### src/rtl/bvs_pkg.sv
// Constants for the step-down converter setpoint register bank.
// Assumes a single 100 MHz system clock and a two-wire serial management bus.
package bvs_pkg;

    // ***********************************************************
    // Serial bus and register map
    // ***********************************************************
    localparam logic [6:0] BVS_DEV_ADDR = 7'h24;
    localparam logic [7:0] BVS_OFS_BUCK1 = 8'h0E;
    localparam logic [7:0] BVS_OFS_BUCK2 = 8'h0F;
    localparam logic [7:0] BVS_OFS_BUCK3 = 8'h10;
    localparam logic [7:0] BVS_OFS_UNLOCK = 8'h0B;
    localparam logic [7:0] BVS_UNLOCK_KEY = 8'h7D;
    localparam logic [7:0] BVS_UNLOCK_RST = 8'h00;
    localparam logic [3:0] BVS_BITS_PER_BYTE = 4'h8;

    // ***********************************************************
    // Field layout of a setpoint control register
    // ***********************************************************
    localparam int BVS_EXT_ADJ_BIT = 7;
    localparam int BVS_RSVD_BIT = 6;
    localparam logic [7:0] BVS_WR_MASK = 8'hBF;

    // ***********************************************************
    // Reset values, indexed by device variant 0..3
    // ***********************************************************
    localparam logic [7:0] BVS_BUCK1_RST [0:3] = '{8'h1E, 8'h1E, 8'h18, 8'h12};
    localparam logic [7:0] BVS_BUCK2_RST [0:3] = '{8'h38, 8'h08, 8'h08, 8'h08};
    localparam logic [7:0] BVS_BUCK3_RST = 8'h08;

    // ***********************************************************
    // Code to millivolt table
    // ***********************************************************
    localparam logic [5:0] BVS_CODE_MID = 6'h18;
    localparam logic [5:0] BVS_CODE_TOP = 6'h30;
    localparam logic [5:0] BVS_CODE_SAT = 6'h38;
    localparam logic [11:0] BVS_LO_BASE_MV = 12'h384;
    localparam logic [11:0] BVS_LO_STEP_MV = 12'h019;
    localparam logic [11:0] BVS_MID_BASE_MV = 12'h5DC;
    localparam logic [11:0] BVS_MID_STEP_MV = 12'h032;
    localparam logic [11:0] BVS_SAT_MV = 12'hCE4;
    localparam logic [11:0] BVS_TOP_MV [0:7] = '{12'hA8C, 12'hABE, 12'hAF0, 12'hB22,
                                                 12'hB54, 12'hBB8, 12'hC1C, 12'hC80};

endpackage

### src/rtl/bvs_setpoint_regs.sv
// Setpoint control registers of three step-down converters behind a two-wire serial slave.
// Assumes an external open-drain bus: the pad pulls the data line low while sda_oe_o is high.
// Operation
// - Bit 7 picks register code (0) or external adjustment (1).
// - Bit 6 is reserved, read-only, reads as zero.
// - Codes 0-23 give 0.9 V + 25 mV steps; 24-47 give 1.5 V + 50 mV.
// - Codes 48-55 map 2.7 to 3.2 V; codes 56-63 all give 3.3 V.
// - First converter code uses the common table, 0.9 V at code zero.
// - Second converter code uses the common table, 0.9 V at code zero.
// - Third converter register resets to 0x08, register mode, 1.1 V.
// - Second converter resets to 3.3 V on variant 0, 1.1 V otherwise.
// - First converter resets 1.8 V on variants 0-1, 1.5 V on variant 2.
// - Setpoint registers are write-protected; each write needs a prior unlock.
// - Key 0x7D allows exactly one following protected write; other values lock.
// - Unlock register clears after the transaction following the one writing it.
`timescale 1ns/1ps
`default_nettype none
module bvs_setpoint_regs #(
    parameter int VARIANT = 0
) (
    input wire logic clk_sys_i,
    input wire logic rst_n_i,
    input wire logic scl_i,
    input wire logic sda_i,
    output logic sda_o,
    output logic sda_oe_o,
    output logic buck1_external_adjust_o,
    output logic [5:0] buck1_voltage_code_o,
    output logic [11:0] buck1_voltage_mv_o,
    output logic buck2_external_adjust_o,
    output logic [5:0] buck2_voltage_code_o,
    output logic [11:0] buck2_voltage_mv_o,
    output logic buck3_external_adjust_o,
    output logic [5:0] buck3_voltage_code_o,
    output logic [11:0] buck3_voltage_mv_o
);
    typedef enum logic [3:0] {
        ST_IDLE, ST_DEV, ST_DEV_ACK, ST_REG, ST_REG_ACK, ST_WR, ST_WR_ACK, ST_RD, ST_RD_ACK
    } bvs_state_e;

    // ***********************************************************
    // Pin synchronisers and bus conditions
    // ***********************************************************
    logic scl_s1_r, scl_s2_r, scl_d_r, sda_s1_r, sda_s2_r, sda_d_r;
    logic scl_rise, scl_fall, start_det, stop_det;

    always_ff @(posedge clk_sys_i) begin
        if (!rst_n_i) begin
            scl_s1_r <= 1'b1;
            scl_s2_r <= 1'b1;
            scl_d_r <= 1'b1;
            sda_s1_r <= 1'b1;
            sda_s2_r <= 1'b1;
            sda_d_r <= 1'b1;
        end else begin
            scl_s1_r <= scl_i;
            scl_s2_r <= scl_s1_r;
            scl_d_r <= scl_s2_r;
            sda_s1_r <= sda_i;
            sda_s2_r <= sda_s1_r;
            sda_d_r <= sda_s2_r;
        end
    end

    assign scl_rise = scl_s2_r & ~scl_d_r;
    assign scl_fall = ~scl_s2_r & scl_d_r;
    assign start_det = scl_s2_r & scl_d_r & sda_d_r & ~sda_s2_r;
    assign stop_det = scl_s2_r & scl_d_r & ~sda_d_r & sda_s2_r;

    // ***********************************************************
    // Serial slave and register file
    // ***********************************************************
    localparam logic [7:0] BUCK1_RST = bvs_pkg::BVS_BUCK1_RST[VARIANT];
    localparam logic [7:0] BUCK2_RST = bvs_pkg::BVS_BUCK2_RST[VARIANT];

    bvs_state_e state_r, state_nxt;
    logic [3:0] cnt_r, cnt_nxt;
    logic [7:0] sh_r, sh_nxt, tx_r, tx_nxt, ptr_r, ptr_nxt, key_r, key_nxt;
    logic rw_r, rw_nxt, mack_r, mack_nxt, fresh_r, fresh_nxt, open_r, open_nxt;
    logic sda_oe_r, sda_oe_nxt;
    logic [7:0] sp_r [0:2];
    logic [7:0] sp_nxt [0:2];
    logic txn_end, wr_commit, ptr_prot, unlocked;
    logic [1:0] ptr_idx;
    logic [2:0] adj_vec;
    // Read data seen through the pointer; unmapped offsets read as zero
    function automatic logic [7:0] rd_mux(input logic [7:0] p, input logic [7:0] s0,
                                          input logic [7:0] s1, input logic [7:0] s2,
                                          input logic [7:0] k);
        case (p)
            bvs_pkg::BVS_OFS_BUCK1: return s0;
            bvs_pkg::BVS_OFS_BUCK2: return s1;
            bvs_pkg::BVS_OFS_BUCK3: return s2;
            bvs_pkg::BVS_OFS_UNLOCK: return k;
            default: return 8'h00;
        endcase
    endfunction
    assign txn_end = stop_det | (start_det & open_r);
    assign ptr_prot = (ptr_r >= bvs_pkg::BVS_OFS_BUCK1) && (ptr_r <= bvs_pkg::BVS_OFS_BUCK3);
    assign ptr_idx = 2'(ptr_r - bvs_pkg::BVS_OFS_BUCK1);
    assign unlocked = (key_r == bvs_pkg::BVS_UNLOCK_KEY);
    assign wr_commit = ~start_det & ~stop_det & ~scl_rise & scl_fall & (state_r == ST_WR)
                       & (cnt_r == bvs_pkg::BVS_BITS_PER_BYTE);

    always_comb begin
        state_nxt = state_r;
        cnt_nxt = cnt_r;
        sh_nxt = sh_r;
        tx_nxt = tx_r;
        ptr_nxt = ptr_r;
        key_nxt = key_r;
        rw_nxt = rw_r;
        mack_nxt = mack_r;
        fresh_nxt = fresh_r;
        open_nxt = open_r;
        sp_nxt = sp_r;
        if (txn_end) begin
            // A key survives the end of its own transaction and dies at the next one
            if (fresh_r) begin
                fresh_nxt = 1'b0;
            end else begin
                key_nxt = bvs_pkg::BVS_UNLOCK_RST;
            end
        end
        if (start_det) begin
            state_nxt = ST_DEV;
            cnt_nxt = 4'h0;
            open_nxt = 1'b1;
        end else if (stop_det) begin
            state_nxt = ST_IDLE;
            open_nxt = 1'b0;
        end else if (scl_rise) begin
            case (state_r)
                ST_DEV, ST_REG, ST_WR: begin
                    sh_nxt = {sh_r[6:0], sda_s2_r};
                    cnt_nxt = 4'(cnt_r + 4'h1);
                end
                ST_RD_ACK: mack_nxt = ~sda_s2_r;
                default: ;
            endcase
        end else if (scl_fall) begin
            case (state_r)
                ST_DEV: begin
                    if (cnt_r == bvs_pkg::BVS_BITS_PER_BYTE) begin
                        cnt_nxt = 4'h0;
                        rw_nxt = sh_r[0];
                        state_nxt = (sh_r[7:1] == bvs_pkg::BVS_DEV_ADDR) ? ST_DEV_ACK : ST_IDLE;
                    end
                end
                ST_DEV_ACK: begin
                    tx_nxt = rd_mux(ptr_r, sp_r[0], sp_r[1], sp_r[2], key_r);
                    state_nxt = rw_r ? ST_RD : ST_REG;
                end
                ST_REG: begin
                    if (cnt_r == bvs_pkg::BVS_BITS_PER_BYTE) begin
                        cnt_nxt = 4'h0;
                        ptr_nxt = sh_r;
                        state_nxt = ST_REG_ACK;
                    end
                end
                ST_REG_ACK: state_nxt = ST_WR;
                ST_WR: begin
                    if (cnt_r == bvs_pkg::BVS_BITS_PER_BYTE) begin
                        cnt_nxt = 4'h0;
                        ptr_nxt = 8'(ptr_r + 8'h01);
                        state_nxt = ST_WR_ACK;
                        if (ptr_r == bvs_pkg::BVS_OFS_UNLOCK) begin
                            key_nxt = sh_r;
                            fresh_nxt = 1'b1;
                        end else if (ptr_prot && unlocked) begin
                            sp_nxt[ptr_idx] = sh_r & bvs_pkg::BVS_WR_MASK;
                            key_nxt = bvs_pkg::BVS_UNLOCK_RST;
                        end
                    end
                end
                ST_WR_ACK: state_nxt = ST_WR;
                ST_RD: begin
                    tx_nxt = {tx_r[6:0], 1'b0};
                    cnt_nxt = 4'(cnt_r + 4'h1);
                    if (cnt_r == 4'h7) begin
                        cnt_nxt = 4'h0;
                        ptr_nxt = 8'(ptr_r + 8'h01);
                        state_nxt = ST_RD_ACK;
                    end
                end
                ST_RD_ACK: begin
                    tx_nxt = rd_mux(ptr_r, sp_r[0], sp_r[1], sp_r[2], key_r);
                    state_nxt = mack_r ? ST_RD : ST_IDLE;
                end
                default: state_nxt = ST_IDLE;
            endcase
        end
        // Registered pull-down keeps the pad free of decode glitches
        sda_oe_nxt = (state_nxt == ST_DEV_ACK) || (state_nxt == ST_REG_ACK) || (state_nxt == ST_WR_ACK)
                     || ((state_nxt == ST_RD) && !tx_nxt[7]);
    end

    always_ff @(posedge clk_sys_i) begin
        if (!rst_n_i) begin
            state_r <= ST_IDLE;
            cnt_r <= 4'h0;
            sh_r <= 8'h00;
            tx_r <= 8'h00;
            ptr_r <= 8'h00;
            key_r <= bvs_pkg::BVS_UNLOCK_RST;
            rw_r <= 1'b0;
            mack_r <= 1'b0;
            fresh_r <= 1'b0;
            open_r <= 1'b0;
            sda_oe_r <= 1'b0;
            sp_r[0] <= BUCK1_RST;
            sp_r[1] <= BUCK2_RST;
            sp_r[2] <= bvs_pkg::BVS_BUCK3_RST;
        end else begin
            state_r <= state_nxt;
            cnt_r <= cnt_nxt;
            sh_r <= sh_nxt;
            tx_r <= tx_nxt;
            ptr_r <= ptr_nxt;
            key_r <= key_nxt;
            rw_r <= rw_nxt;
            mack_r <= mack_nxt;
            fresh_r <= fresh_nxt;
            open_r <= open_nxt;
            sda_oe_r <= sda_oe_nxt;
            sp_r <= sp_nxt;
        end
    end

    // Open drain: only ever pulls low
    assign sda_o = 1'b0;
    assign sda_oe_o = sda_oe_r;

    // ***********************************************************
    // Converter outputs
    // ***********************************************************
    assign buck1_external_adjust_o = sp_r[0][bvs_pkg::BVS_EXT_ADJ_BIT];
    assign buck2_external_adjust_o = sp_r[1][bvs_pkg::BVS_EXT_ADJ_BIT];
    assign buck3_external_adjust_o = sp_r[2][bvs_pkg::BVS_EXT_ADJ_BIT];
    assign buck1_voltage_code_o = sp_r[0][5:0];
    assign buck2_voltage_code_o = sp_r[1][5:0];
    assign buck3_voltage_code_o = sp_r[2][5:0];

    bvs_code_to_mv u_dec1 (.clk_sys_i(clk_sys_i), .rst_n_i(rst_n_i), .code_i(sp_r[0][5:0]),
                           .mv_o(buck1_voltage_mv_o));
    bvs_code_to_mv u_dec2 (.clk_sys_i(clk_sys_i), .rst_n_i(rst_n_i), .code_i(sp_r[1][5:0]),
                           .mv_o(buck2_voltage_mv_o));
    bvs_code_to_mv u_dec3 (.clk_sys_i(clk_sys_i), .rst_n_i(rst_n_i), .code_i(sp_r[2][5:0]),
                           .mv_o(buck3_voltage_mv_o));

    assign adj_vec = {buck3_external_adjust_o, buck2_external_adjust_o, buck1_external_adjust_o};
endmodule
`default_nettype wire

### src/rtl/bvs_code_to_mv.sv
// Decodes a 6-bit converter setpoint code into its target voltage in millivolts.
// Assumes the code comes from logic on the same clock; the result is one cycle late.
`timescale 1ns/1ps
`default_nettype none
module bvs_code_to_mv (
    input wire logic clk_sys_i,
    input wire logic rst_n_i,
    input wire logic [5:0] code_i,
    output logic [11:0] mv_o
);
    logic [11:0] mv_r;
    logic [11:0] mv_nxt;
    logic [5:0] ofs;

    // ***********************************************************
    // Piecewise table
    // ***********************************************************
    always_comb begin
        ofs = 6'h00;
        if (code_i < bvs_pkg::BVS_CODE_MID) begin
            mv_nxt = 12'(bvs_pkg::BVS_LO_BASE_MV + bvs_pkg::BVS_LO_STEP_MV * code_i);
        end else if (code_i < bvs_pkg::BVS_CODE_TOP) begin
            ofs = 6'(code_i - bvs_pkg::BVS_CODE_MID);
            mv_nxt = 12'(bvs_pkg::BVS_MID_BASE_MV + bvs_pkg::BVS_MID_STEP_MV * ofs);
        end else if (code_i < bvs_pkg::BVS_CODE_SAT) begin
            mv_nxt = bvs_pkg::BVS_TOP_MV[code_i[2:0]];
        end else begin
            mv_nxt = bvs_pkg::BVS_SAT_MV;
        end
    end

    always_ff @(posedge clk_sys_i) begin
        if (!rst_n_i) begin
            mv_r <= 12'h000;
        end else begin
            mv_r <= mv_nxt;
        end
    end

    assign mv_o = mv_r;
endmodule
`default_nettype wire

### config.mk
export PLATFORM = sky130hd
export DESIGN_NAME = bvs_setpoint_regs
export DESIGN_NICKNAME = d
export VERILOG_FILES = /design/src/rtl/bvs_pkg.sv /design/src/rtl/bvs_setpoint_regs.sv /design/src/rtl/bvs_code_to_mv.sv
export SDC_FILE = /design/constraint.sdc
export NUM_CORES = 1
export LEC_CHECK = 0
export BUFFER_PORTS_ARGS = -buffer_cell sky130_fd_sc_hd__buf_2
export CAP_MARGIN = 20
export CORE_MARGIN = 2
export CORE_UTILIZATION = 55
export CTS_BUF_LIST = sky130_fd_sc_hd__clkbuf_8 sky130_fd_sc_hd__clkbuf_16
export DETAILED_ROUTE_END_ITERATION = 7
export PLACE_DENSITY = 0.74
export SYNTH_ARGS = -nofsm -noshare
export SYNTH_HDL_FRONTEND = slang
export SYNTH_SLANG_ARGS = --single-unit
export TNS_END_PERCENT = 50
### constraint.sdc
create_clock -name clk_sys_i -period 7.1 [get_ports clk_sys_i]
set_input_delay 0.71 -clock clk_sys_i [delete_from_list [all_inputs] [get_ports clk_sys_i]]
set_output_delay 0.71 -clock clk_sys_i [all_outputs]
set_load 0.05 [all_outputs]
Yosys cells after proc, flatten, opt, wreduce, memory -nomap -nowiden
Memory sizes are Yosys's and may differ from the RTL's.
Index checks and enable logic that the tools add are counted.
{"block": "classes", "add_sub_neg": 12, "mul": 6, "order_cmp": 16, "n_eq_ne": 26, "n_mux": 66, "bitwise": 22, "reduce_logical": 23}
{"operator": "12-bit two-way mux", "n": 15}
{"operator": "8-bit two-way mux", "n": 18}
{"operator": "5-bit by 6-bit multiplier with 11-bit output, first input constant", "n": 6}
{"operator": "4-bit two-way mux", "n": 13}
{"operator": "10-bit by 11-bit adder with 12-bit output, first input constant", "n": 3}
{"operator": "11-bit by 12-bit adder with 12-bit output, first input constant", "n": 3}
{"operator": "6-bit less-than comparator, second input constant", "n": 6}
{"operator": "4-bit by 3-bit == test with 1-bit output, second input constant", "n": 8}
{"operator": "8-bit case mux with 4 select lines", "n": 1}
{"operator": "4-bit case mux with 7 select lines", "n": 1}
{"operator": "24-bit bitwise mux", "n": 1}
{"operator": "8-bit by 4-bit == test with 1-bit output, second input constant", "n": 3}
{"operator": "8-bit case mux with 3 select lines", "n": 1}
{"operator": "6-bit by 5-bit less-than comparator with 1-bit output, second input constant", "n": 3}
{"operator": "6-bit by 5-bit subtractor with 6-bit output, second input constant", "n": 3}
{"operator": "8-bit demux with 2-bit select", "n": 1}
{"operator": "8-bit case mux with 2 select lines", "n": 1}
{"operator": "8-bit AND reduction", "n": 2}
{"operator": "4-bit by 2-bit == test with 1-bit output, second input constant", "n": 3}
{"operator": "4-bit greater-or-equal comparator, second input constant", "n": 3}
{"operator": "3-bit inverter with 4-bit output", "n": 3}
{"operator": "1-bit two-way mux", "n": 10}
{"operator": "5-bit AND reduction", "n": 2}
{"operator": "1-bit inverter", "n": 9}
{"operator": "other kinds (31)", "n": 52}
{"block": "totals", "reg_bits": 111, "romBits": 288, "in_bits": 4, "output_inout_bits": 59, "mem_count": 3}
{"memory": "(name not given)", "words": 8, "word_bits": 12, "rd": 1, "rd_ports_with_merged_regs": 0, "write_ports": 0, "line": "bvs_code_to_mv.sv:26", "source": "mv_nxt = bvs_pkg::BVS_TOP_MV[code_i[2:0]];"}
{"memory": "(name not given)", "words": 8, "word_bits": 12, "rd": 1, "rd_ports_with_merged_regs": 0, "write_ports": 0, "line": "bvs_code_to_mv.sv:26"}
{"memory": "(name not given)", "words": 8, "word_bits": 12, "rd": 1, "rd_ports_with_merged_regs": 0, "write_ports": 0, "line": "bvs_code_to_mv.sv:26"}

Longest topological paths before layout
Gate-level depths: netlist of the first run.
{"block": "depth", "word_depth": 14, "ltp_mapped": 13, "ltp_nobuf": 12}

Cells and area by module
Synthesis of the first run repeated with hierarchy kept, for this count alone.
{"block": "hier_totals", "hier_cells": 1016, "hier_area_um2": 9160.0}
{"module": "bvs_code_to_mv at u_dec1 ...", "n_inst": 2, "cells_each": 201, "area_each_um2": 1860.5, "seq_area_each_um2": 240.2}
{"module": "bvs_setpoint_regs", "n_inst": 1, "cells_each": 419, "area_each_um2": 3613.5, "seq_area_each_um2": 1441.4}
{"module": "bvs_code_to_mv at u_dec2", "n_inst": 1, "cells_each": 195, "area_each_um2": 1825.5, "seq_area_each_um2": 240.2}

Least setup slack after synthesis of the first run
Ideal clock, no wire load.
{"block": "synth_timing", "path_type": "register to register", "from": "reg sp_r (netlist bit buck1_voltage_code_o[2])", "to": "reg u_dec1.mv_r[10] (netlist: u_dec1.mv_o[10])", "arrival_ns": 3.975, "required_ns": 7.021, "path_slack_ns": 3.046, "stages_incl_launch_ff": 13, "path_buffers": 1, "synth_period_minus_slack_ns": 4.054, "path_cell_list": "dfxtp_1 > clkbuf_1 > inv_1 > ha_1 > ha_1 > ha_1 > fa_1 > xor2_1 > a211oi_1 > o21ai_0 > nor4bb_1 > or4_1 > o211ai_1"}
{"block": "synth_via", "elab_chain_cells": 7, "word_cells_on_any_way": 15}
{"element": "start: declaration", "line": "bvs_setpoint_regs.sv:81", "source": "logic [7:0] sp_r [0:2];"}
{"element": "start signal: assignment", "line": "bvs_setpoint_regs.sv:226", "source": "sp_r <= sp_nxt;"}
{"element": "branches (longest 6 deep; another with 11-bit by 12-bit adder with 12-bit output)"}
{"element": "12-bit two-way mux *", "line": "bvs_code_to_mv.sv:20", "source": "if (code_i < bvs_pkg::BVS_CODE_MID) begin"}
{"element": "end signal: assignment", "line": "bvs_code_to_mv.sv:36", "source": "mv_r <= mv_nxt;"}
{"element": "end: declaration", "line": "bvs_code_to_mv.sv:11", "source": "logic [11:0] mv_r;"}
Mark *: on every way between the ends. The select of a mux whose other input is x is not followed.
A chain may end at the register's enable or synchronous reset.

Worst setup path in the final report of the first run
Ends and elaborated chain as after synthesis.

==> impl_results.md, run 1 <==
- Outcome: complete, no violations
- Type of the most critical hold path: reg2reg
- Critical path start-end classification: reg2reg
- Synthesized cell area: 9010 um2
- Worst-path fanout max: 17
- DRC errors left: 0
- Remaining antenna violation count: 0
- Final Power: 1.18 mW
- Overflow left after global routing: 0
- Bufs on Longest Clock Path: 2
- Lkg Pwr: 4.45 nW
- Sort of element at the start of the critical path: flip-flop
- Starting DRT DRC Count: 553
- Most frequent cells in the layout: 171 x sky130_fd_sc_hd__ha_1, 108 x sky130_fd_sc_hd__dfxtp_1, 90 x sky130_fd_sc_hd__a21oi_1
- Ys Warns: 0
- Port Buffer Count: 61
- Setup tns final: 0 ns
- Cell area power density: 122 nW/um2
- Setup clock skew after layout: 0.0133 ns
- Via count of the routed design: 7698
- Starting utilization of the core area: 56.5%
- Library cells used by synthesis: 75
- Post-synth net total: 1246
- Post-synthesis register bit count: 108
- Global placer's final weighted congestion: 0.869
- Instance count of the mapped netlist: 1059
- # H-tree levels: 3
- Boundary Pins: 63
- Avg Vias per Cell: 5.90
- Transition time at the pin with the least slew margin: 0.925 ns
- Global-route wire length before repair: 35300 um
- Most common library cell in the layout ignoring fill and taps: sky130_fd_sc_hd__ha_1
- Layout-stage area growth over the synthesis result: 7.54%
- FMAX: 251 MHz
- Number of CTS-inserted buffers: 9
- Vias in the first global route: 7176
- Cell with the biggest individual delay on the critical path: sky130_fd_sc_hd__dfxtp_1
- Hold WS: 0.410 ns
- Average wire length per cell after detail routing: 16.1 um
- Endpoint class of the critical path: flip-flop
- Setup repair after global routing missed its margin: false
- Post-synth EDFFs: 0
- Clk Latency, worst-skew pair: 0.36 ns
- Count of fill cells added during filler insertion: 1445
- Mean instance size in the synthesized netlist: 8.51 um2
- Critical path arrival: 4.26 ns
- Clock period minus final worst setup slack: 3.98 ns
- Peak VDD IR: 0.131 mV
- Clock sink count: 108
- Routed wire length: 21000 um
- Die extent in y: 132 um
- Peak per-stage delay on the critical path: 0.71 ns
- Worst-case headroom to the max-slew limit: 38.3%
- Placeable core area: 15900 um2
- Number of search-and-repair iterations in the first detailed-routing pass: 5
- Antenna violations before repair: 0
- Most common cell type on the critical path: sky130_fd_sc_hd__ha_1
- Data required, critical path: 7.38 ns
- Combined global-route utilization of all metal layers: 24.3%
- CTS-repair resized insts: 0
- Number of pins with negative max-slew slack in the final report: 0
- Number of nets in the final layout: 1270
- Total non-filler cell area in the finished layout: 9690 um2
- Estimated wirelength of the detail-placed design: 15400 um
- Clock tree from TritonCTS: done
- Most used flip-flop cell after synthesis: sky130_fd_sc_hd__dfxtp_1
- DP Area: 9380 um2
- Final setup violation count: 0
- Number of placement rows: 46
- Cell-by-cell listing of the critical path: inv_1 > ha_1 > ha_1 > ha_1 > fa_1 > xor2_1 > a211oi_1 > o21ai_0 > nor4bb_1 > or4_1 > o211ai_1
- Number of violations of the max-capacitance limit: 0
- Post-CTS Setup Inserts: 0
- Post-CTS Hold Fix Bufs: 0
- Buffer cell driving the clock tree root: sky130_fd_sc_hd__clkbuf_16
- Async SR Flop Fraction: 0%
- Sequential fraction of the synthesis area: 24.0%
- Antenna diode count: 0
- Fraction of final layout cells with drive strength greater than 1: 8.64%
- Clock slew at the register clock pins of the worst setup and hold paths: 0.08 ns
- Die area: 17400 um2
- Die boundary width: 132 um
- Hold Vio Cnt, Final: 0
- Fraction of the cycle the final worst path needs: 56.0%
- Pin count of the biggest net entering global routing: 53
-- cells in the mapped netlist, types with 6 or more instances --
cell	n	area, um2
sky130_fd_sc_hd__o21a_1	7	52.6
sky130_fd_sc_hd__nand2b_1	16	100
sky130_fd_sc_hd__inv_1	60	225
sky130_fd_sc_hd__nor2b_1	6	37.5
sky130_fd_sc_hd__fa_1	12	240
sky130_fd_sc_hd__a21o_1	12	90.1
sky130_fd_sc_hd__ha_1	171	2140
sky130_fd_sc_hd__a311oi_1	7	61.3
sky130_fd_sc_hd__o21ai_0	42	210
sky130_fd_sc_hd__nor2_1	89	334
sky130_fd_sc_hd__a21oi_1	90	450
sky130_fd_sc_hd__clkbuf_1	37	139
sky130_fd_sc_hd__and3_1	7	43.8
sky130_fd_sc_hd__o221ai_1	10	87.6
sky130_fd_sc_hd__a22oi_1	10	75.1
sky130_fd_sc_hd__a32oi_1	10	87.6
sky130_fd_sc_hd__o211ai_1	11	82.6
sky130_fd_sc_hd__buf_1	6	22.5
sky130_fd_sc_hd__nand3_1	43	215
sky130_fd_sc_hd__a211oi_1	11	82.6
sky130_fd_sc_hd__dfxtp_1	108	2160
sky130_fd_sc_hd__or3_1	8	50.1
sky130_fd_sc_hd__xor2_1	18	158
sky130_fd_sc_hd__a22o_1	9	78.8
sky130_fd_sc_hd__nand2_1	83	312
sky130_fd_sc_hd__mux2i_1	19	190
sky130_fd_sc_hd__xnor2_1	42	368
sky130_fd_sc_hd__nor3_1	19	95.1
-- cell families (layout without fill, tap and decap cells) --
| kind of cell | Yosys count | after routing | synth area share [%] |
|---|---|---|---|
| compound gates | 265 | 265 | 19.7 |
| mux | 22 | 22 | 2.49 |
| buf+inv | 112 | 141 | 4.97 |
| flops | 108 | 108 | 24.0 |
| other cells | 1 | 1 | 0.0416 |
| xor+xnor | 60 | 60 | 5.83 |
| simple gates | 308 | 308 | 16.6 |
| fa+ha+maj | 183 | 183 | 26.4 |
-- sequential cells by signal, indices dropped and copies added (netlist names), 4 cells and up --
signal / cells
u_dec2.mv_o: 12
buck2_voltage_code_o: 6
ptr_r: 8
u_dec1.mv_o: 12
cnt_r: 4
buck3_voltage_code_o: 6
tx_r: 8
buck1_voltage_code_o: 6
u_dec3.mv_o: 12
sh_r: 8
state_r: 4
key_r: 8
-- stage by stage --
| step | worst slack [ns] | util, % | instances |
|---|---|---|---|
| floorplan | 3.05 | - | 1059 |
| detailed placement | 3.19 | 58.8 | 1287 |
| CTS | 3.16 | 60.7 | 1303 |
| global route | 2.80 | 60.8 | 1304 |
| finish | 3.12 | 60.8 | 1304 |
| global placement | 3.26 | 58.8 | 1287 |
-- metal layers --
layer,up-vias,track usage (%),part of all wire [%],routed length (um)
li1,3849,-,-,-
met1,3629,33.6,47,9910
met2,192,39.1,47,9850
met3,28,2.85,4.2,893
met4,0,8.57,1.8,382
met5,-,0,0,0
-- where the power goes --
| part | total (mW) | internal (mW) | leakage [nW] | switching [mW] |
|---|---|---|---|---|
| clock | 0.514 | 0.283 | 0.154 | 0.230 |
| combinational | 0.0550 | 0.0130 | 3.42 | 0.0420 |
| sequential | 0.615 | 0.612 | 0.877 | 0.00334 |
-- layout make-up --
cell class / instances / area (um2) / area share [%]
Clock buffer: 10 / 239 / 2.47
Clock inverter: 6 / 61.3 / 0.633
Inverter: 61 / 229 / 2.36
Multi-Input combinational cell: 839 / 6400 / 66.1
Sequential cell: 108 / 2160 / 22.3
Tap cell: 216 / 270 / 2.79
Timing Repair Buffer: 64 / 328 / 3.38
-- worst paths after layout --
| path | start | endpoint | slack (ns) | cells past startpoint |
|---|---|---|---|---|
| min reg2reg | sda_s1_r | sda_s2_r | 0.41 | 1 |
| max | buck1_voltage_code_o[2] | u_dec1.mv_o[10] | 3.12 | 11 |
| min | sda_s1_r | sda_s2_r | 0.41 | 1 |
| max reg2reg | buck1_voltage_code_o[2] | u_dec1.mv_o[10] | 3.12 | 11 |
-- critical path, delay by kind of cell (launching register included) --
kind            cells  cell delay, ns
flops               1            0.71
simple gates        2            0.67
fa+ha+maj           4            1.52
compound gates      3            0.58
buf+inv             1            0.22
xor+xnor            1            0.18
(Power assumes the default switching activity.)
==> inputs of run 2 (changes only) <==
--- a/config.mk
+++ b/config.mk
@@ -11,7 +11,7 @@
 export CORE_UTILIZATION = 55
 export CTS_BUF_LIST = sky130_fd_sc_hd__clkbuf_8 sky130_fd_sc_hd__clkbuf_16
 export DETAILED_ROUTE_END_ITERATION = 7
-export PLACE_DENSITY = 0.74
+export PLACE_DENSITY = 0.77
 export SYNTH_ARGS = -nofsm -noshare
 export SYNTH_HDL_FRONTEND = slang
 export SYNTH_SLANG_ARGS = --single-unit
==> constraint.sdc (replaced) <==
create_clock -name clk_sys_i -period 3.3 [get_ports clk_sys_i]
set_input_delay 0.33 -clock clk_sys_i [delete_from_list [all_inputs] [get_ports clk_sys_i]]
set_output_delay 0.33 -clock clk_sys_i [all_outputs]
set_load 0.05 [all_outputs]
==> run 2 against run 1 <==
  * Final cell count grew 4.0%
  * First-iteration DRC count grew 64%
  * Hold slack lost 0.26 ns
  * Largest power group unchanged
  * Critical path depth is the same
  * Fmax grew 21%
  * Flip-flop and latch count is the same
  * Critical path type unchanged
  * Clock skew shrank 0.0039 ns
  * Cell area grew 9.0%
==> impl_results.md, run 2 (synthesis gave the netlist of run 1 again) <==
- Setup clock skew after layout: 0.00939 ns
- Via count of the routed design: 8098
- Number of violations of the max-capacitance limit: 0
- Die boundary width: 132 um
- Peak per-stage delay on the critical path: 0.50 ns
- Number of pins with negative max-slew slack in the final report: 0
- Fraction of the cycle the final worst path needs: 99.6%
- Startpoint of the worst register-to-register path: buck1_voltage_code_o[3]
- Overflow left after global routing: 0
- Routed wire length: 23300 um
- Clock sink count: 108
- Most common library cell in the layout ignoring fill and taps: sky130_fd_sc_hd__ha_1
- Port Buffer Count: 61
- Post-CTS Hold Fix Bufs: 0
- Placeable core area: 15900 um2
- Data required, critical path: 3.58 ns
- Sort of element at the start of the critical path: flip-flop
- Boundary Pins: 63
- Final setup violation count: 0
- Number of placement rows: 46
- Outcome: complete, no violations
- Final non-filler cell total: 1356
- Cell with the biggest individual delay on the critical path: sky130_fd_sc_hd__or4_1
- Buffer cell driving the clock tree root: sky130_fd_sc_hd__clkbuf_16
- Peak VDD IR: 0.270 mV
- Clock slew at the register clock pins of the worst setup and hold paths: 0.07 ns
- Number of nets in the final layout: 1322
- Die area: 17400 um2
- Estimated wirelength of the detail-placed design: 17100 um
- Clock tree from TritonCTS: done
- Layout-stage area growth over the synthesis result: 17.2%
- Endpoint class of the critical path: flip-flop
- Average wire length per cell after detail routing: 17.2 um
- Final Power: 2.69 mW
- Setup tns final: 0 ns
- Cell-by-cell listing of the critical path: clkinvlp_4 > ha_4 > xnor2_1 > ha_1 > ha_1 > ha_4 > o21a_1 > o41ai_4 > nor4bb_1 > or4_1 > o211ai_1
- Starting DRT DRC Count: 908
- Antenna violations before repair: 0
- Worst Hold Launch: scl_i
- Antenna diode count: 0
- Startpoint of the worst setup timing path: buck1_voltage_code_o[3]
- Hold Vio Cnt, Final: 0
- Avg Vias per Cell: 5.97
- Number of CTS-inserted buffers: 9
- Starting utilization of the core area: 56.5%
- # H-tree levels: 3
- Worst-path fanout max: 8
- Transition time at the pin with the least slew margin: 0.787 ns
- Die extent in y: 132 um
- Number of placed cells counting well taps: 1326
- Bufs on Longest Clock Path: 2
- Vias in the first global route: 7680
- Critical path start-end classification: reg2reg
- FMAX: 304 MHz
- Count of fill cells added during filler insertion: 1318
- Cell area power density: 254 nW/um2
- Global-route wire length before repair: 37300 um
- Pin count of the biggest net entering global routing: 40
- Remaining antenna violation count: 0
- Clk Latency, worst-skew pair: 0.36 ns
- Hold WS: 0.152 ns
- DRC errors left: 0
- Global placer's final weighted congestion: 0.894
- Fraction of final layout cells with drive strength greater than 1: 18.4%
- Type of the most critical hold path: in2reg
- Worst-case headroom to the max-slew limit: 47.0%
- Critical path arrival: 3.57 ns
- Number of search-and-repair iterations in the first detailed-routing pass: 6
- Clock period minus final worst setup slack: 3.29 ns
- Most frequent cells in the layout: 150 x sky130_fd_sc_hd__ha_1, 90 x sky130_fd_sc_hd__dfxtp_1, 89 x sky130_fd_sc_hd__nor2_1
- Setup repair after global routing missed its margin: true
- Combined global-route utilization of all metal layers: 25.9%
- Lkg Pwr: 4.71 nW
==> run 2: through the flow <==
step / cell area [um2] / worst slack [ns] / util, %
after global routing: 10600 / -0.149 / 66.2
after CTS: 10200 / 0.0105 / 64.1
final: 10600 / 0.0127 / 66.2
after floorplan: 9280 / -0.0426 / -
after global placement: 9870 / 0.111 / 61.9
after detailed placement: 9870 / -0.000354 / 61.9
==> run 2: what timing repair did <==
item	CTS	global route
gates resized for setup	2	36
buffers inserted	0	14
endpoints found under the setup margin	2	8
pin swaps	0	9
==> run 2: power breakdown <==
part	internal [mW]	leakage, nW	switching (mW)
clock network	0.740	0.167	0.512
registers	1.30	0.883	0.00722
logic	0.0296	3.66	0.0910
total	2.07	4.71	0.610
==> run 2: area by class of cell <==
cell class	instances	area [um2]	area share, %
Clock buffer	9	225	2.13
Inverter	61	241	2.29
Clock inverter	7	113	1.07
Sequential cell	108	2220	21.0
Timing Repair Buffer	116	718	6.80
Tap cell	216	270	2.56
Multi-Input combinational cell	839	6770	64.1
==> run 2: worst paths after layout <==
kind                           to  slack, ns  cells after the start
setup / recovery  u_dec1.mv_o[10]       0.01                     11
hold / removal           scl_s1_r       0.15                      2
setup reg to reg  u_dec1.mv_o[10]       0.01                     11
hold reg to reg          sda_s2_r       0.41                      1
==> run 2: routing by layer <==
layer | up-vias | share of wire (%) | GRT usage [%] | wire length, um
li1 | 3959 | - | - | -
met4 | 0 | 2.8 | 10.1 | 651
met3 | 59 | 5.2 | 3.00 | 1210
met1 | 3819 | 44 | 34.7 | 10400
met5 | - | 0 | 0 | 0
met2 | 261 | 48 | 42.8 | 11100
==> run 2: critical path: cells and delay by family, from the launching register on <==
kind	cells	cell delay, ns
DFF	1	0.40
adders and majority gates	4	1.21
xor gates and xnor gates	1	0.20
AOI/OAI and AO/OA	3	0.62
buffers and inverters	1	0.18
and+or+nand+nor	2	0.60
